$ cat config.mk
export PLATFORM = sky130hd
export DESIGN_NAME = dtx_top
export DESIGN_NICKNAME = d
export VERILOG_FILES = /design/src/hw/dtx_pkg.sv /design/src/hw/dtx_top.sv
export VERILOG_INCLUDE_DIRS = /design/src /design/src/hw
export SDC_FILE = /design/constraint.sdc
export NUM_CORES = 1
export LEC_CHECK = 0
export BUFFER_PORTS_ARGS = -buffer_cell sky130_fd_sc_hd__buf_2
export CAP_MARGIN = 20
export CORE_ASPECT_RATIO = 1.2
export CORE_MARGIN = 2
export CORE_UTILIZATION = 56
export CTS_CLUSTER_DIAMETER = 150
export CTS_CLUSTER_SIZE = 25
export DETAILED_ROUTE_END_ITERATION = 10
export HOLD_SLACK_MARGIN = 0.1
export PLACE_DENSITY_LB_ADDON = 0.2
export SLEW_MARGIN = 5
export SYNTH_ARGS = -nofsm -noshare
export SYNTH_HDL_FRONTEND = slang
export SYNTH_SLANG_ARGS = --single-unit
$ cat constraint.sdc
create_clock -name aclk -period 5 [get_ports aclk]
set_input_delay 0.75 -clock aclk [delete_from_list [all_inputs] [get_ports aclk]]
set_output_delay 0.75 -clock aclk [all_outputs]
set_load 0.02 [all_outputs]
$ cat src/hw/dtx_params.svh
// Register map, field positions, reset values and frame geometry
`ifndef DTX_PARAMS_SVH
`define DTX_PARAMS_SVH

// Byte offsets of the registers
`define DTX_OFF_CFG 8'h00
`define DTX_OFF_LBC 8'h04
`define DTX_OFF_STS 8'h08
`define DTX_OFF_CLR 8'h0c
`define DTX_OFF_EN 8'h10

// unit_tx_configuration field positions
`define DTX_CFG_ITU 7
`define DTX_CFG_M_INVERT 5
`define DTX_CFG_F_INVERT 4
`define DTX_CFG_AIS 3
`define DTX_CFG_FERF 2
`define DTX_CFG_RES 1
`define DTX_CFG_IRQ_EN 0

// Reset values
`define DTX_RST_CFG 8'h00
`define DTX_RST_LBC 2'h0
`define DTX_RST_EN 4'hf

// AXI responses
`define DTX_RESP_OKAY 2'h0
`define DTX_RESP_SLVERR 2'h2

// DS2 frame: 4 subframes of 6 blocks of 49 bits
`define DTX_DS2_BLK_BITS 6'h31
`define DTX_DS2_BLKS 3'h6
`define DTX_DS2_SUBS 3'h4
`define DTX_DS2_F1_BLK 3'h5
`define DTX_DS2_F0_BLK 3'h2

// G.747 frame: 840 bits in four sets of 210
`define DTX_ITU_BITS 10'h348
`define DTX_ITU_SET_BITS 10'h0d2
`define DTX_ITU_FAW 9'h1d0
`define DTX_ITU_FAW_LEN 10'h009
`define DTX_ITU_RAI_POS 10'h009
`define DTX_ITU_RES_POS 10'h00a
`define DTX_ITU_JC_LEN 8'h03

`endif

$ cat src/hw/dtx_pkg.sv
// Types shared by the transmit overhead controller
package dtx_pkg;

  typedef enum logic [2:0] {
    DTX_K_PAY = 3'h0,
    DTX_K_M = 3'h1,
    DTX_K_C = 3'h2,
    DTX_K_F = 3'h3,
    DTX_K_FAW = 3'h4,
    DTX_K_RAI = 3'h5,
    DTX_K_RES = 3'h6,
    DTX_K_JC = 3'h7
  } dtx_kind_t;

  typedef struct packed {
    logic awready;
    logic wready;
    logic bvalid;
    logic [1:0] bresp;
    logic arready;
    logic rvalid;
    logic [1:0] rresp;
    logic [31:0] rdata;
    logic aw_got;
    logic aw_bad;
    logic [7:0] awaddr;
    logic w_got;
    logic w_lane0;
    logic [7:0] wdata;
    logic [7:0] cfg;
    logic [1:0] lbc;
    logic [3:0] sts;
    logic [3:0] en;
    logic [3:0] lr_s1;
    logic [3:0] lr_s2;
    logic [3:0] lr_prev;
    logic fmt;
    logic [5:0] pos;
    logic [2:0] blk;
    logic [1:0] sub;
    logic [9:0] gcnt;
    logic line_data;
    logic frame_start;
    logic payload_slot;
    logic irq_n;
  } dtx_state_t;

endpackage

$ cat src/hw/dtx_top.sv
// Transmit overhead and diagnostic control of one second-order mux unit
//
// The address map and register access over AXI4-Lite were left to the implementer.
`timescale 1ns/1ps
`include "dtx_params.svh"

module dtx_top
  import dtx_pkg::*;
#(
  parameter int ADDR_W = 8
) (
  // Clock and reset
  input wire logic aclk,
  input wire logic aresetn,
  // AXI4-Lite write
  input wire logic [ADDR_W-1:0] s_axi_awaddr,
  input wire logic [2:0] s_axi_awprot,
  input wire logic s_axi_awvalid,
  output logic s_axi_awready,
  input wire logic [31:0] s_axi_wdata,
  input wire logic [3:0] s_axi_wstrb,
  input wire logic s_axi_wvalid,
  output logic s_axi_wready,
  output logic [1:0] s_axi_bresp,
  output logic s_axi_bvalid,
  input wire logic s_axi_bready,
  // AXI4-Lite read
  input wire logic [ADDR_W-1:0] s_axi_araddr,
  input wire logic [2:0] s_axi_arprot,
  input wire logic s_axi_arvalid,
  output logic s_axi_arready,
  output logic [31:0] s_axi_rdata,
  output logic [1:0] s_axi_rresp,
  output logic s_axi_rvalid,
  input wire logic s_axi_rready,
  // Tributary payload, same clock
  input wire logic payload_bit,
  output logic payload_slot,
  // Loop request pins from the receive side
  input wire logic [3:0] loop_request_in,
  // Line side
  output logic line_data,
  output logic frame_start,
  output logic irq_out_n
);

  // Set boundaries inside the 840-bit frame
  localparam logic [9:0] SET1_START = `DTX_ITU_SET_BITS;
  localparam logic [9:0] SET2_START = SET1_START + `DTX_ITU_SET_BITS;
  localparam logic [9:0] SET3_START = SET2_START + `DTX_ITU_SET_BITS;
  localparam logic [9:0] JC_LEN = {2'h0, `DTX_ITU_JC_LEN};
  localparam logic [8:0] FAW_WORD = `DTX_ITU_FAW;

  // Refuse widths and frame figures the logic cannot serve
  if (ADDR_W < 8) begin : g_bad_addr_w
    $error("dtx_top: ADDR_W must be at least 8");
  end
  // Four equal sets must fill the frame exactly
  if (SET3_START + `DTX_ITU_SET_BITS != `DTX_ITU_BITS) begin : g_bad_sets
    $error("dtx_top: sets do not fill the frame");
  end
  // Alignment word bits are picked by the low counter bits
  if (`DTX_ITU_FAW_LEN != 10'h009) begin : g_bad_faw
    $error("dtx_top: alignment word must be nine bits");
  end
  if (`DTX_ITU_RAI_POS < `DTX_ITU_FAW_LEN) begin : g_bad_rai
    $error("dtx_top: alarm bit overlaps the alignment word");
  end
  // F blocks must exist inside each subframe
  if (`DTX_DS2_F1_BLK >= `DTX_DS2_BLKS) begin : g_bad_fblk
    $error("dtx_top: F block beyond the subframe");
  end

  dtx_state_t st;
  dtx_state_t nxt;

  // Slot type of a bit position in the current format
  function automatic dtx_kind_t slot_kind(
    input logic fmt,
    input logic [5:0] pos,
    input logic [2:0] blk,
    input logic [9:0] gcnt
  );
    dtx_kind_t k;
    logic [9:0] in_set;
    k = DTX_K_PAY;
    in_set = 10'h000;
    if (fmt) begin
      // Offset of the bit inside its 210-bit set
      if (gcnt >= SET3_START) begin
        in_set = gcnt - SET3_START;
      end else if (gcnt >= SET2_START) begin
        in_set = gcnt - SET2_START;
      end else if (gcnt >= SET1_START) begin
        in_set = gcnt - SET1_START;
      end else begin
        in_set = gcnt;
      end
      if (gcnt < SET1_START) begin
        if (gcnt < `DTX_ITU_FAW_LEN) begin
          k = DTX_K_FAW;
        end else if (gcnt == `DTX_ITU_RAI_POS) begin
          k = DTX_K_RAI;
        end else if (gcnt == `DTX_ITU_RES_POS) begin
          k = DTX_K_RES;
        end
      end else if (in_set < JC_LEN) begin
        k = DTX_K_JC;
      end
    end else if (pos == 6'h00) begin
      if (blk == 3'h0) begin
        k = DTX_K_M;
      end else if (blk == `DTX_DS2_F0_BLK || blk == `DTX_DS2_F1_BLK) begin
        k = DTX_K_F;
      end else begin
        k = DTX_K_C;
      end
    end
    return k;
  endfunction

  logic aw_take;
  logic w_take;
  logic ar_take;
  logic [7:0] ar_off;
  logic ar_bad;
  logic [3:0] lr_rise;
  logic [3:0] clr_bits;
  logic ais;
  logic ferf;
  logic x_bit;
  logic m_bit;
  logic f_bit;
  logic out_bit;
  logic restart;
  dtx_kind_t kind_now;

  // One edge detector per loop request line
  for (genvar i = 0; i < 4; i++) begin : g_lr
    assign lr_rise[i] = st.lr_s2[i] & ~st.lr_prev[i];
  end

  always_comb begin
    nxt = st;
    aw_take = s_axi_awvalid & st.awready;
    w_take = s_axi_wvalid & st.wready;
    ar_take = s_axi_arvalid & st.arready;
    ar_off = s_axi_araddr[7:0];
    ar_bad = (s_axi_araddr >> 8) != '0;
    clr_bits = 4'h0;

    // Write address and data may arrive in either order
    if (aw_take) begin
      nxt.aw_got = 1'b1;
      nxt.awaddr = s_axi_awaddr[7:0];
      nxt.aw_bad = (s_axi_awaddr >> 8) != '0;
    end
    if (w_take) begin
      nxt.w_got = 1'b1;
      nxt.wdata = s_axi_wdata[7:0];
      nxt.w_lane0 = s_axi_wstrb[0];
    end
    if (st.bvalid && s_axi_bready) begin
      nxt.bvalid = 1'b0;
    end
    if (st.aw_got && st.w_got && !st.bvalid) begin
      nxt.aw_got = 1'b0;
      nxt.w_got = 1'b0;
      nxt.bvalid = 1'b1;
      nxt.bresp = `DTX_RESP_OKAY;
      if (st.aw_bad) begin
        nxt.bresp = `DTX_RESP_SLVERR;
      end else begin
        case (st.awaddr)
          `DTX_OFF_CFG: begin
            if (st.w_lane0) begin
              nxt.cfg = st.wdata;
            end
          end
          `DTX_OFF_LBC: begin
            // One code pair for both directions
            if (st.w_lane0) begin
              nxt.lbc = st.wdata[1:0];
            end
          end
          `DTX_OFF_STS: begin
          end
          `DTX_OFF_CLR: begin
            if (st.w_lane0) begin
              clr_bits = st.wdata[3:0];
            end
          end
          `DTX_OFF_EN: begin
            if (st.w_lane0) begin
              nxt.en = st.wdata[3:0];
            end
          end
          default: begin
            nxt.bresp = `DTX_RESP_SLVERR;
          end
        endcase
      end
    end
    nxt.awready = !nxt.aw_got && !nxt.bvalid;
    nxt.wready = !nxt.w_got && !nxt.bvalid;

    // Read channel, one outstanding read
    if (st.rvalid && s_axi_rready) begin
      nxt.rvalid = 1'b0;
    end
    if (ar_take) begin
      nxt.rvalid = 1'b1;
      nxt.rresp = `DTX_RESP_OKAY;
      nxt.rdata = 32'h0000_0000;
      if (ar_bad) begin
        nxt.rresp = `DTX_RESP_SLVERR;
      end else begin
        case (ar_off)
          `DTX_OFF_CFG: nxt.rdata[7:0] = st.cfg;
          `DTX_OFF_LBC: nxt.rdata[1:0] = st.lbc;
          `DTX_OFF_STS: nxt.rdata[3:0] = st.sts;
          `DTX_OFF_CLR: nxt.rdata = 32'h0000_0000;
          `DTX_OFF_EN: nxt.rdata[3:0] = st.en;
          default: nxt.rresp = `DTX_RESP_SLVERR;
        endcase
      end
    end
    nxt.arready = !nxt.rvalid;

    // Loop request pins: two-stage sync, then rising edge
    nxt.lr_s1 = loop_request_in;
    nxt.lr_s2 = st.lr_s1;
    nxt.lr_prev = st.lr_s2;
    // A new request beats a clear in the same cycle
    nxt.sts = (st.sts & ~clr_bits) | lr_rise;
    nxt.irq_n = !(st.cfg[`DTX_CFG_IRQ_EN] && |(st.sts & st.en));

    // Frame position counters
    // Format change restarts the frame so no mixed frame goes out
    restart = st.cfg[`DTX_CFG_ITU] != st.fmt;
    nxt.fmt = st.cfg[`DTX_CFG_ITU];
    if (restart) begin
      nxt.pos = 6'h00;
      nxt.blk = 3'h0;
      nxt.sub = 2'h0;
      nxt.gcnt = 10'h000;
    end else if (st.fmt) begin
      // 840-bit G.747 frame
      if (st.gcnt == `DTX_ITU_BITS - 10'h001) begin
        nxt.gcnt = 10'h000;
      end else begin
        nxt.gcnt = st.gcnt + 10'h001;
      end
    end else begin
      if (st.pos == `DTX_DS2_BLK_BITS - 6'h01) begin
        nxt.pos = 6'h00;
        if (st.blk == `DTX_DS2_BLKS - 3'h1) begin
          nxt.blk = 3'h0;
          if (st.sub == 2'(`DTX_DS2_SUBS - 3'h1)) begin
            nxt.sub = 2'h0;
          end else begin
            nxt.sub = st.sub + 2'h1;
          end
        end else begin
          nxt.blk = st.blk + 3'h1;
        end
      end else begin
        nxt.pos = st.pos + 6'h01;
      end
    end

    // Build the current line bit
    ais = st.cfg[`DTX_CFG_AIS];
    ferf = st.cfg[`DTX_CFG_FERF];
    x_bit = !(ferf && !ais);
    case (st.sub)
      2'h0: m_bit = 1'b0;
      2'h3: m_bit = x_bit;
      default: m_bit = 1'b1;
    endcase
    m_bit = m_bit ^ st.cfg[`DTX_CFG_M_INVERT];
    f_bit = (st.blk == `DTX_DS2_F1_BLK) ^
      st.cfg[`DTX_CFG_F_INVERT];
    kind_now = slot_kind(st.fmt, st.pos, st.blk, st.gcnt);
    case (kind_now)
      DTX_K_PAY: out_bit = payload_bit;
      DTX_K_M: out_bit = m_bit;
      DTX_K_F: out_bit = f_bit;
      DTX_K_FAW: begin
        out_bit = FAW_WORD[4'h8 - st.gcnt[3:0]] ^
          st.cfg[`DTX_CFG_F_INVERT];
      end
      DTX_K_RAI: out_bit = ferf;
      DTX_K_RES: out_bit = st.cfg[`DTX_CFG_RES];
      DTX_K_C: out_bit = 1'b0;
      DTX_K_JC: out_bit = 1'b0;
      default: out_bit = 1'b0;
    endcase
    // AIS overrides every slot, payload included
    nxt.line_data = out_bit | ais;
    nxt.frame_start = st.fmt ? (st.gcnt == 10'h000) :
      (st.pos == 6'h00 && st.blk == 3'h0 && st.sub == 2'h0);
    // Announce a payload slot one cycle ahead of its edge
    nxt.payload_slot = !restart &&
      (slot_kind(nxt.fmt, nxt.pos, nxt.blk, nxt.gcnt) == DTX_K_PAY);

    if (!aresetn) begin
      nxt = '0;
      nxt.cfg = `DTX_RST_CFG;
      nxt.lbc = `DTX_RST_LBC;
      nxt.en = `DTX_RST_EN;
      nxt.irq_n = 1'b1;
    end
  end

  always_ff @(posedge aclk) begin
    st <= nxt;
  end

  assign s_axi_awready = st.awready;
  assign s_axi_wready = st.wready;
  assign s_axi_bresp = st.bresp;
  assign s_axi_bvalid = st.bvalid;
  assign s_axi_arready = st.arready;
  assign s_axi_rdata = st.rdata;
  assign s_axi_rresp = st.rresp;
  assign s_axi_rvalid = st.rvalid;
  assign payload_slot = st.payload_slot;
  assign line_data = st.line_data;
  assign frame_start = st.frame_start;
  assign irq_out_n = st.irq_n;

endmodule
* Yosys cells after proc, flatten, opt, wreduce, memory -nomap -nowiden *
Memories as Yosys holds them, arrays and structs flattened.
Cells that the tools add are included.

cells by class
  equality and inequality tests = 27
  order comparisons = 13
  reductions and logical operators = 41
  bitwise logic cells = 21
  multiplexer cells = 55
  $add $sub $neg = 11

operator list
  kind                                                                                  number
  10-bit 2-to-1 mux                                                                     12
  3-bit 2-to-1 mux                                                                      14
  10-bit by 4-bit equality test with 1-bit output, second input constant                4
  35-bit 2-to-1 mux                                                                     1
  8-bit by 4-bit equality test with 1-bit output, second input constant                 4
  21-bit 2-to-1 mux                                                                     1
  10-bit greater-or-equal comparator, second input constant                             2
  10-bit by 8-bit greater-or-equal comparator with 1-bit output, second input constant  2
  10-bit by 9-bit greater-or-equal comparator with 1-bit output, second input constant  2
  10-bit by 2-bit less-than comparator with 1-bit output, second input constant         2
  10-bit by 4-bit less-than comparator with 1-bit output, second input constant         2
  10-bit by 8-bit less-than comparator with 1-bit output, second input constant         2
  10-bit subtractor, second input constant                                              2
  10-bit by 8-bit subtractor with 10-bit output, second input constant                  2
  10-bit by 9-bit subtractor with 10-bit output, second input constant                  2
  3-bit equality test, second input constant                                            6
  8-bit by 3-bit equality test with 1-bit output, second input constant                 2
  8-bit by 5-bit equality test with 1-bit output, second input constant                 2
  8-bit zero test                                                                       2
  2-bit 2-to-1 mux                                                                      8
  4-bit 2-to-1 mux                                                                      4
  3-bit by 2-bit equality test with 1-bit output, second input constant                 4
  3-bit zero test                                                                       4
  6-bit zero test                                                                       2
  35 further kinds                                                                      80

word-level totals
  word-level logic and storage cells = 198
  register bits after elaboration = 92
  input port bits = 70
  memories = 1
  output and inout port bits = 45
  ROM bits = 16

memories
  memory           words  bits a word  rd ports  clocked after Yosys merged registers in  wr ports  RTL line        text
  (no name shown)  16     1            1         0                                        0         dtx_top.sv:290  out_bit = FAW_WORD[4'h8 - st.gcnt[3:0]] ^

* Logic depth before layout (Yosys ltp) *
  word-level depth = 17
  depth in mapped cells = 17
  depth with buffers taken out = 17

* Worst setup path after synthesis *
OpenSTA, ideal clock, no wires.

  path type = reg-to-reg
  start point = reg st[5] in the netlist's numbering
  end point = reg st, in the netlist payload_slot
  arrival time = 3.626 ns
  setup slack = 1.249 ns
  period minus slack after synthesis = 3.751 ns
  required time = 4.875 ns
  cell stages (with the launch flop) = 17
  setup time = 0.125 ns
  path buffers = 0
  path through = dfxtp_1 ha_1 nand4bb_1 o21ai_2 nand2_1 nand2_1 inv_1 ha_1 inv_1 a2111oi_2 a221oi_2 o21ai_4 mux2i_1 nand2b_1 o221ai_1 or4_1 o41a_1

on the way
  longest elaborated chain between the ends = 15

ends and longest elaborated chain
  item                                                                                                                                   RTL line                        text
  start, declared                                                                                                                        dtx_top.sv:74                   dtx_state_t st;
  start signal, assigned                                                                                                                 dtx_top.sv:317                  st <= nxt;
  10-bit by 1-bit adder with 10-bit output / 10-bit equality test (equally long branches)                                                dtx_top.sv:252, dtx_top.sv:249
  10-bit 2-to-1 mux                                                                                                                      dtx_top.sv:249                  if (st.gcnt == `DTX_ITU_BITS - 10'h001) begin
  10-bit 2-to-1 mux (*)                                                                                                                  dtx_top.sv:247                  end else if (st.fmt) begin
  21-bit 2-to-1 mux (*)                                                                                                                  dtx_top.sv:242                  if (restart) begin
  10-bit by 8-bit subtractor with 10-bit output / 10-bit by 8-bit greater-or-equal comparator with 1-bit output (equally long branches)  dtx_top.sv:95, dtx_top.sv:94
  10-bit 2-to-1 mux                                                                                                                      dtx_top.sv:94                   end else if (gcnt >= SET1_START) begin
  10-bit 2-to-1 mux                                                                                                                      dtx_top.sv:92                   end else if (gcnt >= SET2_START) begin
  10-bit 2-to-1 mux                                                                                                                      dtx_top.sv:90                   if (gcnt >= SET3_START) begin
  10-bit 2-to-1 mux                                                                                                                      dtx_top.sv:88                   if (fmt) begin
  10-bit by 2-bit less-than comparator with 1-bit output                                                                                 dtx_top.sv:107                  end else if (in_set < JC_LEN) begin
  3-bit 2-to-1 mux                                                                                                                       dtx_top.sv:107
  3-bit 2-to-1 mux (*)                                                                                                                   dtx_top.sv:99                   if (gcnt < SET1_START) begin
  3-bit 2-to-1 mux (*)                                                                                                                   dtx_top.sv:88
  3-bit zero test (*)                                                                                                                    dtx_top.sv:305                  (slot_kind(nxt.fmt, nxt.pos, nxt.blk, nxt.gcnt) == DTX_K_PAY);
  1-bit logical AND (*)                                                                                                                  dtx_top.sv:304                  nxt.payload_slot = !restart &&

Mark *: on every way between the ends. The rest lies on a longest branch, timed or not. The select of a mux whose other input is x is not followed.
A chain may end at the register's enable or synchronous reset.

* Worst setup path in the final report *
  start point = reg st[6] in the netlist's numbering
  end point = reg st, in the netlist payload_slot

Same word-level chain as after synthesis.

==> results.yml <==
critical_path:
  critPathArrivalTime_ns: 4.63
  worstSetupStartpointType: "flop"
  reg2reg_to: "payload_slot"
  reg2reg_from: "st[6]"
  crit_type: "reg -> reg"
  critPathRequiredTime_ns: 5.23
  reg2reg_depth: 13
  crit_path_end_kind: "flop"
  worstPathMaxFanout: 14
  r2r_slack_ns: 0.60
cts:
  cts.sinks: 90
  cts_tree: "yes"
  cts_root_buf: "clkbuf_16"
  path_clk_slew_ns: 0.06
  cts-htree-levels: 3
  clock_latency_ns: 0.34
  cts_setup_buffers: 0
  hold_buffers: 0
  cts_resized: 0
  cts_inserted_buffers: 9
  cts.path.max_buffers: 2
yosys:
  synthCells: 732
  yosys_warnings: 0
  yosysSeqAreaShare: 0.316
  synth-seq-cells: 90
  synthArstFlopShare: 0
  synth_area_um2: 5690
  synth_area_per_cell_um2: 7.78
  synth_edf_count: 0
  ys.flop_type: "dfxtp_1"
  synth_cell_types: 78
timing:
  relSlewSlack: 0.365
  period_needed_ns: 4.40
  slew_viol_final: 0
  setup_viol: 0
  fin_ws_ns: 0.595
  fin_setup_tns_ns: 0
  fin_crit_sh: 0.881
  max_freq_mhz: 227
  final_hold_viol_count: 0
  tightestPinTransition_ns: 0.942
  skew_ns: 0.00465
  rsz0062_at_grt: "no"
global_routing:
  grt_start_max_net_pins: 47
  grt_pass1_vias: 4969
  grtUsageMet1: 0.314
  grt_first_pass_wirelength_mm: 23.3
  met3_usage: 0.0606
  grtUsageMet2: 0.463
  antenna_found_initial: 0
  globalRouteTotalUtil: 0.267
  grt-busiest-layer: "met2"
  overflow: 0
floorplan:
  start_util: 0.572
  die_h_um: 114
  io_pins: 115
  dieArea_um2: 11000
  die_w_um: 96.1
  core_area_um2: 9960
  rows: 40
final_layout:
  finalNetCount: 861
  final_core_util: 0.623
  area_growth_pct: 8.97
  antenna_cells: 0
  layout-drive-gt1-share: 0.137
  stdcell_count: 898
  fillers: 897
run:
  drv_cap: 0
routing:
  routed_via_density: 5.80
  drtIter0Drc: 309
  route.detailed.drc: 0
  dr.pass1.iters: 7
  via_count: 5207
  ant_nets: 0
  drt_wl_total_mm: 14.0
  wl_per_cell_um: 15.6
worst_hold_path:
  hold_end: "irq_out_n"
  min_path_type: "reg -> reg"
  min_path_cells: 1
  worstHoldStart: "st[48]"
pwr:
  power.total_uw: 1570
  peakVddDrop_mv: 0.222
  p_per_area_nw_per_um2: 254
  p_leak_uw: 0.00253
placement:
  placement.io_buffers: 55
  place_congestion: 0.910
  dp.final_hpwl_mm: 10.5
  placed_cells: 882
  pre_cts_ws_ns: 0.676
outcome:
  status: "complete, no violations"
metal layers:
layer | share of wire | wire length, um | up-vias
li1 | - | - | 2565
met1 | 0.41 | 5740 | 2452
met2 | 0.52 | 7330 | 160
met3 | 0.048 | 667 | 30
met4 | 0.022 | 303 | 0
met5 | 0 | 0 | -
per-stage QoR:
stage	cell area (um2)	hold WS, ns
6_report	6200	0.415
5_1_grt	6200	0.443
4_1_cts	6200	0.418
3_5_place_dp	5900	0.401
3_3_place_gp	5900	0.393
2_1_floorplan	5790	0.379
synthesized netlist by cell type, types with 6 or more instances:
cell type | instances | area, um2
mux2i_1 | 19 | 190
nor2_1 | 70 | 263
buf_4 | 37 | 278
o21ai_0 | 37 | 185
nand3_1 | 32 | 160
nand2b_1 | 8 | 50.1
a21oi_1 | 62 | 310
ha_1 | 24 | 300
clkbuf_1 | 24 | 90.1
xnor2_1 | 22 | 193
and2_1 | 22 | 138
nor3_1 | 18 | 90.1
a211oi_1 | 6 | 45.0
xor2_1 | 7 | 61.3
nor2b_1 | 11 | 68.8
nand4_1 | 7 | 43.8
o211ai_1 | 8 | 60.1
nand2_1 | 92 | 345
inv_1 | 25 | 93.8
dfxtp_1 | 90 | 1800
logic make-up (layout without fill, tap and decap cells):
family / count (synthesis) / count (layout) / synth area share
xor+xnor: 29 / 29 / 0.0446
fa+ha+maj: 24 / 24 / 0.0527
mux: 21 / 21 / 0.0374
flops: 90 / 90 / 0.316
other cells: 1 / 26 / 0.000659
buf+inv: 94 / 109 / 0.0888
compound gates: 176 / 176 / 0.203
simple gates: 297 / 297 / 0.257
cell type report:
| cell class | instances | area [um2] | share of cell area |
|---|---|---|---|
| Multi-Input combinational cell | 573 | 3480 | 0.561 |
| Sequential cell | 90 | 1800 | 0.290 |
| Timing Repair Buffer | 67 | 365 | 0.0589 |
| Clock buffer | 10 | 229 | 0.0369 |
| Tap cell | 126 | 158 | 0.0254 |
| Inverter | 26 | 97.6 | 0.0157 |
| Clock inverter | 6 | 72.6 | 0.0117 |
worst max-delay path by stage:
stage / start / to / slack, ns / depth (start not counted)
floorplan: st[5] / payload_slot / 1.25 / 16
global placement: st[5] / payload_slot / 0.76 / 13
detailed placement: st[6] / payload_slot / 0.68 / 13
CTS: st[5] / payload_slot / 0.66 / 13
global route: st[6] / payload_slot / 0.28 / 13
finish: st[6] / payload_slot / 0.60 / 13
power breakdown:
part	switching, uW	leakage (uW)	internal [uW]
clock network	290	0.000149	394
logic	83.7	0.00165	46.4
registers	17.6	0.000733	741
cell usage in the layout, fill, tap and decap left out, drive strengths merged, types with 3 or more instances in the layout:
master,instances
a211oi,6
a21boi,5
a21o,3
a21oi,62
a221oi,5
a22oi,5
a31oi,3
and2,24
and3,5
buf,67
clkbuf,10
conb,26
dfxtp,90
ha,24
inv,29
mux2i,19
nand2,93
nand2b,8
nand3,33
nand4,8
nor2,70
nor2b,11
nor3,18
nor4,3
o211ai,8
o21a,4
o21ai,42
o21bai,5
o31ai,4
or2,3
or3,6
or4,3
xnor2,22
xor2,7
critical path, cell delays in order (launching register included):
cell      delay, ns
dfxtp_1        0.59
ha_1           0.46
nand2_1        0.12
xnor2_1        0.17
o21a_1         0.29
ha_1           0.19
a21boi_0       0.25
o21bai_1       0.15
a221oi_2       0.79
nand3_1        0.15
o21ai_1        0.11
o221ai_1       0.15
or4_1          0.56
o41a_1         0.31
flip-flops by register name (all words and copies together) (netlist names):
signal         flops
s_axi_bvalid       1
s_axi_bresp        1
s_axi_rdata        8
line_data          1
s_axi_awready      1
frame_start        1
ais                1
payload_slot       1
s_axi_rvalid       1
s_axi_rresp        1
s_axi_wready       1
st                69
s_axi_arready      1
ferf               1
irq_out_n          1
No activity file was read; power rests on OpenSTA's default activity.
